[src/rtl/twowire_pkg.sv]
/*
 * shared constants and types for the two-wire slave and software master
 * assumes a 125 MHz system clock and a 32-bit Avalon-MM register bus
 */
package twowire_pkg;
   // =========================================================
   // register byte addresses
   localparam logic [7:0] ADDR_DATA     = 8'h9A; // serial_data_buffer, printed offset
   localparam logic [7:0] ADDR_CONTROL  = 8'hE8; // twowire_control
   localparam logic [7:0] ADDR_OWN_A    = 8'h9C; // own_address_a
   localparam logic [7:0] ADDR_OWN_B    = 8'hF0; // own_address_b
   localparam logic [7:0] ADDR_SPI_CTL  = 8'hF8; // spi_control
   localparam logic [7:0] ADDR_INT_EN   = 8'hA8; // interrupt enables
   // =========================================================
   // reset values
   localparam logic [7:0] RST_DATA      = 8'h00;
   localparam logic [7:0] RST_OWN_A     = 8'h55;
   localparam logic [7:0] RST_OWN_B     = 8'h7F;
   // =========================================================
   // control field positions
   localparam int CTL_SDO  = 7;
   localparam int CTL_SDE  = 6;
   localparam int CTL_SCO  = 5;
   localparam int CTL_SDI  = 4;
   localparam int CTL_MSEL = 3;
   localparam int CTL_IRST = 2;
   localparam int CTL_DIR  = 1;
   localparam int CTL_DONE = 0;
   localparam int SPI_SPE  = 5;
   localparam int IE_TW    = 0;
   localparam int IE_GLOB  = 1;
   // =========================================================
   // timing
   localparam int CLK_PERIOD_NS = 8;
   localparam int SPIKE_NS      = 50;
   localparam int SPIKE_CYC     = (SPIKE_NS + CLK_PERIOD_NS - 1) / CLK_PERIOD_NS;
   localparam logic [7:0] IRQ_VECTOR = 8'h3B;
   // =========================================================
   typedef struct packed
   {
      logic scl;
      logic sda;
   } line_pair_t;
   typedef enum logic [6:0]
   {
      ST_IDLE  = 7'b0000001,
      ST_ADDR  = 7'b0000010,
      ST_AACK  = 7'b0000100,
      ST_RX    = 7'b0001000,
      ST_TX    = 7'b0010000,
      ST_DACK  = 7'b0100000,
      ST_HALT  = 7'b1000000
   } slave_state_t;
endpackage

[src/rtl/twowire_slave.sv]
/*
 * two-wire hardware slave with software master mode and Avalon-MM registers
 * assumes open-drain pads outside: *_oe high with *_out low pulls the line low
 */
`timescale 1ns/10ps
module twowire_slave
   import twowire_pkg::*;
#(
   parameter int FILT_CYC = SPIKE_CYC
)
(
   input  wire logic        i_sys_clk,
   input  wire logic        i_rst_n,
   input  wire logic [7:0]  i_avs_address,
   input  wire logic        i_avs_read,
   input  wire logic        i_avs_write,
   input  wire logic [31:0] i_avs_writedata,
   output logic [31:0]      o_avs_readdata,
   output logic             o_avs_waitrequest,
   input  wire logic        i_scl,
   input  wire logic        i_sda,
   output logic             o_scl_out,
   output logic             o_scl_oe,
   output logic             o_sda_out,
   output logic             o_sda_oe,
   output logic             o_irq,
   output logic [7:0]       o_irq_vector
);
   // =========================================================
   // registers and state
   logic [7:0]   data_q, own_a_q, own_b_q, shift_q;
   logic         sdo_q, sde_q, sco_q, sdi_q, msel_q, irst_q, dir_q, done_q;
   logic         spe_q, ie_tw_q, ie_glob_q;
   logic         acc_q, ack_pending_q;
   logic [2:0]   bit_q;
   slave_state_t st_q;
   line_pair_t   s1_q, s2_q, f_q, fp_q;
   logic [3:0]   cnt_scl_q, cnt_sda_q;
   logic         done_pulse, buf_access, active;
   logic         scl_rise, scl_fall, start_c, stop_c;
   logic         wr_hit, rd_hit;

   assign active     = !spe_q && !msel_q;
   assign wr_hit     = i_avs_write && o_avs_waitrequest;
   assign rd_hit     = i_avs_read && o_avs_waitrequest;
   assign buf_access = (wr_hit || rd_hit) && i_avs_address == ADDR_DATA;
   assign scl_rise   = f_q.scl && !fp_q.scl;
   assign scl_fall   = !f_q.scl && fp_q.scl;
   assign start_c    = f_q.scl && fp_q.scl && fp_q.sda && !f_q.sda;
   assign stop_c     = f_q.scl && fp_q.scl && !fp_q.sda && f_q.sda;

   // =========================================================
   // two-flop synchroniser on both lines
   always_ff @(posedge i_sys_clk)
   begin
      if (!i_rst_n)
      begin
         s1_q <= '1;
         s2_q <= '1;
      end
      else
      begin
         s1_q <= '{scl: i_scl, sda: i_sda};
         s2_q <= s1_q;
      end
   end

   // spike filter: a level must hold FILT_CYC cycles to pass
   always_ff @(posedge i_sys_clk)
   begin
      if (!i_rst_n)
      begin
         f_q       <= '1;
         fp_q      <= '1;
         cnt_scl_q <= '0;
         cnt_sda_q <= '0;
      end
      else
      begin
         fp_q <= f_q;
         if (s2_q.scl == f_q.scl)
            cnt_scl_q <= '0;
         else if (cnt_scl_q == 4'(FILT_CYC - 1))
         begin
            f_q.scl   <= s2_q.scl;
            cnt_scl_q <= '0;
         end
         else
            cnt_scl_q <= cnt_scl_q + 4'h1;
         if (s2_q.sda == f_q.sda)
            cnt_sda_q <= '0;
         else if (cnt_sda_q == 4'(FILT_CYC - 1))
         begin
            f_q.sda   <= s2_q.sda;
            cnt_sda_q <= '0;
         end
         else
            cnt_sda_q <= cnt_sda_q + 4'h1;
      end
   end

   // =========================================================
   // Avalon slave: one wait cycle, then answer
   always_ff @(posedge i_sys_clk)
   begin
      if (!i_rst_n)
      begin
         o_avs_waitrequest <= 1'b1;
         o_avs_readdata    <= '0;
      end
      else
      begin
         o_avs_waitrequest <= !((i_avs_read || i_avs_write) && o_avs_waitrequest);
         if (rd_hit)
         begin
            case (i_avs_address)
               ADDR_DATA:    o_avs_readdata <= {24'h0, data_q};
               ADDR_CONTROL: o_avs_readdata <= {24'h0, sdo_q, sde_q, sco_q, sdi_q,
                                                msel_q, irst_q, dir_q, done_q};
               ADDR_OWN_A:   o_avs_readdata <= {24'h0, own_a_q};
               ADDR_OWN_B:   o_avs_readdata <= {24'h0, own_b_q};
               ADDR_SPI_CTL: o_avs_readdata <= {26'h0, spe_q, 5'h0};
               ADDR_INT_EN:  o_avs_readdata <= {30'h0, ie_glob_q, ie_tw_q};
               default:      o_avs_readdata <= '0;
            endcase
         end
      end
   end

   // software written configuration
   always_ff @(posedge i_sys_clk)
   begin
      if (!i_rst_n)
      begin
         {sdo_q, sde_q, sco_q, msel_q, irst_q} <= '0;
         own_a_q   <= RST_OWN_A;
         own_b_q   <= RST_OWN_B;
         spe_q     <= 1'b0;
         ie_tw_q   <= 1'b0;
         ie_glob_q <= 1'b0;
      end
      else if (wr_hit)
      begin
         case (i_avs_address)
            ADDR_CONTROL:
            begin                                                    // done bit not writable
               sdo_q  <= i_avs_writedata[CTL_SDO];
               sde_q  <= i_avs_writedata[CTL_SDE];
               sco_q  <= i_avs_writedata[CTL_SCO];
               msel_q <= i_avs_writedata[CTL_MSEL];
               irst_q <= i_avs_writedata[CTL_IRST];
            end
            ADDR_OWN_A:   own_a_q   <= i_avs_writedata[7:0];
            ADDR_OWN_B:   own_b_q   <= i_avs_writedata[7:0];
            ADDR_SPI_CTL: spe_q     <= i_avs_writedata[SPI_SPE];
            ADDR_INT_EN:
            begin
               ie_tw_q   <= i_avs_writedata[IE_TW];
               ie_glob_q <= i_avs_writedata[IE_GLOB];
            end
            default: ;
         endcase
      end
   end

   // software master data input sampled on rising clock line
   always_ff @(posedge i_sys_clk)
   begin
      if (!i_rst_n)
         sdi_q <= 1'b0;
      else if (!sde_q && scl_rise)
         sdi_q <= f_q.sda;
   end

   // =========================================================
   // slave controller
   always_ff @(posedge i_sys_clk)
   begin
      if (!i_rst_n || irst_q || !active)
      begin
         st_q          <= ST_IDLE;
         bit_q         <= '0;
         shift_q       <= '0;
         dir_q         <= 1'b0;
         ack_pending_q <= 1'b0;
         done_pulse    <= 1'b0;
      end
      else
      begin
         done_pulse <= 1'b0;
         if (stop_c && st_q != ST_HALT)
            st_q <= ST_IDLE;
         else if (start_c && st_q != ST_HALT)
         begin
            st_q  <= ST_ADDR;
            bit_q <= '0;
         end
         else
         begin
            case (st_q)
               ST_IDLE: ;
               ST_ADDR:
                  if (scl_rise)
                  begin
                     shift_q <= {shift_q[6:0], f_q.sda};
                     bit_q   <= bit_q + 3'h1;
                     if (bit_q == 3'h7)
                     begin
                        if ({shift_q[6:0]} == own_a_q[6:0] ||
                            {shift_q[6:0]} == own_b_q[6:0])
                           st_q <= ST_AACK;
                        else
                           st_q <= ST_IDLE;
                        dir_q <= f_q.sda;
                     end
                  end
               // first fall starts the ack, second fall ends it and flags the address
               ST_AACK:
                  if (scl_fall && !ack_pending_q)
                     ack_pending_q <= 1'b1;
                  else if (scl_fall)
                     done_pulse    <= 1'b1;
                  else if (done_pulse)
                  begin
                     ack_pending_q <= 1'b0;
                     st_q <= dir_q ? ST_TX : ST_RX;
                  end
               ST_RX, ST_TX:
                  if (scl_rise)
                  begin
                     shift_q <= {shift_q[6:0], f_q.sda};
                     bit_q   <= bit_q + 3'h1;
                     if (bit_q == 3'h7)
                        st_q <= ST_DACK;
                  end
               ST_DACK:
                  if (scl_rise)
                  begin
                     if (!f_q.sda)
                     begin
                        done_pulse <= 1'b1;
                        st_q <= dir_q ? ST_TX : ST_RX;
                     end
                     else
                        st_q <= ST_IDLE;
                  end
               ST_HALT: ;
               default: st_q <= ST_IDLE;
            endcase
            if (buf_access && acc_q)
               st_q <= ST_HALT;
         end
      end
   end

   // byte-done flag and data buffer; set wins over clear
   always_ff @(posedge i_sys_clk)
   begin
      if (!i_rst_n)
      begin
         done_q <= 1'b0;
         acc_q  <= 1'b0;
         data_q <= RST_DATA;
      end
      else
      begin
         if (done_pulse)
         begin
            done_q <= 1'b1;
            acc_q  <= 1'b0;
            if (!dir_q || st_q == ST_AACK)
               data_q <= shift_q;
         end
         else if (buf_access)
         begin
            done_q <= 1'b0;
            acc_q  <= 1'b1;
            if (wr_hit)
               data_q <= i_avs_writedata[7:0];
         end
      end
   end

   // =========================================================
   // pin drive: master mode from software bits, slave mode open drain
   always_ff @(posedge i_sys_clk)
   begin
      if (!i_rst_n)
      begin
         o_scl_out <= 1'b1;
         o_scl_oe  <= 1'b0;
         o_sda_out <= 1'b1;
         o_sda_oe  <= 1'b0;
      end
      else if (!spe_q && msel_q)
      begin
         o_scl_oe  <= 1'b1;
         o_scl_out <= sco_q;
         o_sda_oe  <= sde_q;
         o_sda_out <= sdo_q;
      end
      else
      begin
         o_scl_out <= 1'b0;
         o_sda_out <= 1'b0;
         o_scl_oe  <= active && done_q && !f_q.scl &&
                      (st_q == ST_AACK || st_q == ST_RX || st_q == ST_TX ||
                       st_q == ST_DACK);
         if (st_q == ST_AACK && !ack_pending_q && !f_q.scl)
            o_sda_oe <= 1'b1;
         else if (st_q == ST_RX && bit_q == 3'h0 && ack_pending_q)
            o_sda_oe <= 1'b0;
         else if (st_q == ST_DACK && !dir_q)
            o_sda_oe <= !f_q.scl || o_sda_oe;
         else if (st_q == ST_TX && !f_q.scl)
            o_sda_oe <= !data_q[3'h7 - bit_q];
         else if (scl_fall || st_q == ST_IDLE || st_q == ST_HALT)
            o_sda_oe <= 1'b0;
      end
   end

   // interrupt request gated by both enables
   always_ff @(posedge i_sys_clk)
   begin
      if (!i_rst_n)
      begin
         o_irq        <= 1'b0;
         o_irq_vector <= IRQ_VECTOR;
      end
      else
      begin
         o_irq        <= done_q && ie_tw_q && ie_glob_q && !buf_access;
         o_irq_vector <= IRQ_VECTOR;
      end
   end

   // =========================================================
   property p_irq_gate;
      @(posedge i_sys_clk) disable iff (!i_rst_n)
      o_irq |-> $past(ie_tw_q) && $past(ie_glob_q) && $past(done_q);
   endproperty
   a_irq_gate: assert property (p_irq_gate) else $error("irq without enables");

   property p_clear;
      @(posedge i_sys_clk) disable iff (!i_rst_n)
      (buf_access && !done_pulse) |=> !done_q;
   endproperty
   a_clear: assert property (p_clear) else $error("flag not cleared");

   property p_master_scl;
      @(posedge i_sys_clk) disable iff (!i_rst_n)
      (msel_q && !spe_q) |=> o_scl_oe && o_scl_out == $past(sco_q);
   endproperty
   a_master_scl: assert property (p_master_scl) else $error("master clock wrong");

   property p_master_sda;
      @(posedge i_sys_clk) disable iff (!i_rst_n)
      (msel_q && !spe_q) |=> o_sda_oe == $past(sde_q);
   endproperty
   a_master_sda: assert property (p_master_sda) else $error("master data enable");

   property p_irst;
      @(posedge i_sys_clk) disable iff (!i_rst_n)
      irst_q |=> st_q == ST_IDLE;
   endproperty
   a_irst: assert property (p_irst) else $error("not idle on reset bit");

   property p_spe;
      @(posedge i_sys_clk) disable iff (!i_rst_n)
      spe_q |=> st_q == ST_IDLE && !o_scl_oe;
   endproperty
   a_spe: assert property (p_spe) else $error("active with spi enabled");

   property p_halt;
      @(posedge i_sys_clk) disable iff (!i_rst_n)
      (st_q == ST_HALT && !irst_q && active) |=> st_q == ST_HALT;
   endproperty
   a_halt: assert property (p_halt) else $error("halt left");

   property p_stop;
      @(posedge i_sys_clk) disable iff (!i_rst_n)
      (stop_c && st_q != ST_HALT && active && !irst_q) |=> st_q == ST_IDLE;
   endproperty
   a_stop: assert property (p_stop) else $error("stop ignored");
endmodule

[config.mk]
export PLATFORM = sky130hd
export DESIGN_NAME = twowire_slave
export DESIGN_NICKNAME = d
export VERILOG_FILES = /design/src/rtl/twowire_pkg.sv /design/src/rtl/twowire_slave.sv
export SDC_FILE = /design/constraint.sdc
export NUM_CORES = 1
export LEC_CHECK = 0
export BUFFER_PORTS_ARGS = -buffer_cell sky130_fd_sc_hd__buf_2
export CAP_MARGIN = 20
export CORE_MARGIN = 2
export CORE_UTILIZATION = 55
export DETAILED_ROUTE_END_ITERATION = 8
export PLACE_DENSITY = 0.85
export RECOVER_POWER = 50
export SYNTH_ARGS = -nofsm -noshare
export SYNTH_HDL_FRONTEND = slang
export SYNTH_SLANG_ARGS = --single-unit
export TNS_END_PERCENT = 30
[constraint.sdc]
create_clock -name i_sys_clk -period 3.4 [get_ports i_sys_clk]
set_input_delay 0.68 -clock i_sys_clk [delete_from_list [all_inputs] [get_ports i_sys_clk]]
set_output_delay 0.68 -clock i_sys_clk [all_outputs]
set_load 0.02 [all_outputs]
==> summary.md <==
| Metric | Value |
|---|---|
| Status | finished, final reports clean |
| Post-synth EDFFs | 0 |
| Initial cell density of the core | 56.02% |
| Max clock buf depth | 2 |
| Post-synthesis register bit count | 86 |
| Worst vdd ir | 171.9 uV |
| Commonest non-fill, non-tap cell in the layout | dfxtp_1 |
| Core ar. | 8134 um^2 |
| Reg2reg setup slack | 950 ps |
| Max-slew violations | 0 |
| Leakage | 0.001976 uW |
| GRT Resource Usage Total | 23.34% |
| WL/cell | 15.50 um |
| Share of cells above drive strength 1 | 10.44% |
| TritonCTS Buffers | 9 |
| R2R depth | 5 |
| Synthesized cell area | 4557 um^2 |
| Drt total wl | 10.09 mm |
| Total power | 1852 uW |
| CTS Root Cell | clkbuf_8 |
| RSZ-0062 raised after global routing | false |
| Synth warnings | 0 |
| DR vias | 3,765 |
| Max Cap Violations | 0 |
| Mean Syn Cell Area | 8.831 um^2 |
| Ant. Diodes | 0 |
| CP max FO | 8 |
| Unique masters post-synth | 59 |
| Hold Fails Final Rpt | 0 |
| Setup WS post-layout | 824.2 ps |
| Largest net degree at the start of global routing | 59 |
| Asr flop ratio synth | 0% |
| TritonCTS clock tree | built |
| Fin nets | 595 |
| Hold Buf Count CTS | 0 |
| Crit share post-route | 75.76% |
| Die area | 9030 um^2 |
| Main synth FF type | dfxtp_1 |
| H-tree depth | 3 |
| Clock insertion delay at the later pin of the skew report | 370 ps |
| Die Wd | 95.03 um |
| CP arrival | 2870 ps |
| Worst Setup EP | o_avs_readdata[4] |
| DR iter-0 viols | 229 |
| Area overhead of the layout relative to synthesis | 5.601% |
| Remaining DRCs | 0 |
| First-pass GRT wire length | 16.28 mm |
| Setup bufs post-CTS | 0 |
| Drt first pass iters | 7 |
| Port bufs | 35 |
| Total grt overflow | 0 |
| Worst flop-to-flop path startpoint | st_q[4] |
| Gate Count Post-Synth | 516 |
| Setup_tns | 0 ps |
| Rel. slew slack | 38.29% |
| Clk pin slew, worst setup/hold paths | 80 ps |
| Setup CP Type | input port to register |
| Vias in the first global route | 3,377 |
| Worst slew pin tran | 917.2 ps |
| # fillers | 680 |
| Row cnt | 33 |
| Final period demand of the worst path | 2576 ps |
| Leading cell types in the layout, fill and taps excluded | dfxtp_1 (86), nand2_1 (67), nor2_1 (43) |
| Initial antenna violation count | 0 |
| CP startpoint kind | input port |
| Fmax | 0.3882 GHz |
| Required @ worst endpoint | 3700 ps |
| DR vias/cell | 5.783 |
| RePlAce Congestion | 0.9330 |
| Cts repair resizes | 0 |
| Hold Crit Class | register to register |
| Final setup violation count | 0 |
| Routed Antenna Nets | 0 |
| FF-to-FF End | st_q[4] |
| # clock sinks | 86 |
| Power density cells | 384.8 nW/um^2 |
| Place WS | 744.1 ps |
| Sequential cell area fraction in the yosys report | 37.78% |
| Clk_skew | 7.896 ps |
| Worst Setup End Kind | register |
| Post-DP HPWL | 7.334 mm |
| IO Pins | 92 |
| Die height | 95.03 um |
| CP Launch Point | i_avs_address[2] |
critical path: stages:
cell	delay (ps)
clkbuf_1	150
nand4b_1	210
nor4_1	710
nor4_1	180
a2111oi_4	590
a22oi_1	170
nor2b_1	180
cells by family after synthesis:
logic type,count (synthesis),share of synthesized area (%)
multiplexers,40,9.610
XOR/XNOR,24,4.613
buffers and inverters,58,7.523
AND/OR/NAND/NOR,229,26.91
flip-flops,86,37.78
AO/OA/AOI/OAI,70,11.48
other,2,0.1648
adder cells (fa/ha/maj),7,1.922
power breakdown:
| part | switching (uW) | internal (uW) | total, uW |
|---|---|---|---|
| sequential | 3.39 | 1010 | 1020 |
| clock | 364 | 353 | 717 |
| combinational | 86.7 | 33.0 | 120 |
worst min-delay path by stage:
stage,start,end,cells past startpoint
after floorplan,s1_q[0],s2_q[0],1
after global placement,s1_q[0],s2_q[0],1
after detailed placement,s1_q[0],s2_q[0],1
after CTS,s1_q[0],s2_q[0],1
after global routing,s1_q[1],s2_q[1],1
final,s1_q[0],s2_q[0],1
cell type report:
class / instances / area [um^2] / share of cell area, %
Inverter: 5 / 18.77 / 0.3900
Sequential cell: 86 / 1722 / 35.78
Clock inverter: 4 / 47.55 / 0.9880
Clock buffer: 11 / 141.4 / 2.938
Multi-Input combinational cell: 402 / 2579 / 53.59
Tap cell: 105 / 131.4 / 2.730
Timing Repair Buffer: 38 / 172.7 / 3.588
synth_stat cells (4+ instances only):
cell type	n	area, um^2
a21oi_1	14	70.07
a221o_1	6	60.06
a22oi_1	19	142.6
a31oi_1	4	25.02
buf_2	4	20.02
buf_4	32	240.2
clkbuf_1	16	60.06
dfxtp_1	86	1722
ha_1	7	87.58
inv_1	5	18.77
mux2_2	10	112.6
mux2i_1	28	280.3
nand2_1	67	251.5
nand2b_1	16	100.1
nand3_1	18	90.09
nand3b_1	5	37.54
nor2_1	43	161.4
nor2b_1	33	206.5
nor3_1	9	45.04
nor3b_1	4	30.03
nor4_1	4	25.02
o21ai_0	5	25.02
xor2_1	21	183.9
per-layer routing:
| layer | GRT usage, % | part of all wire (%) |
|---|---|---|
| met3 | 5.534 | 6.1 |
| met4 | 11.47 | 3.1 |
| met1 | 30.86 | 44 |
| met2 | 35.87 | 47 |
| met5 | 0 | 0 |
registers in the layout (all words and copies together) (netlist names), 3 cells and up:
name	cells
bit_q	3
cnt_scl_q	4
cnt_sda_q	4
data_q	8
o_avs_readdata	8
own_a_q	8
own_b_q	8
shift_q	8
st_q	7
through the flow:
step / hold slack, ps / utilization, % / cell area, um^2 / instances
finish: 415.4 / 59.16 / 4812 / 651
global route: 450.7 / 59.16 / 4812 / 651
CTS: 418.2 / 59.79 / 4863 / 651
detailed placement: 397.2 / 57.47 / 4674 / 636
global placement: 387.4 / 57.47 / 4674 / 636
floorplan: 386.3 / - / 4669 / 546
No activity file was read; power rests on OpenSTA's default activity.
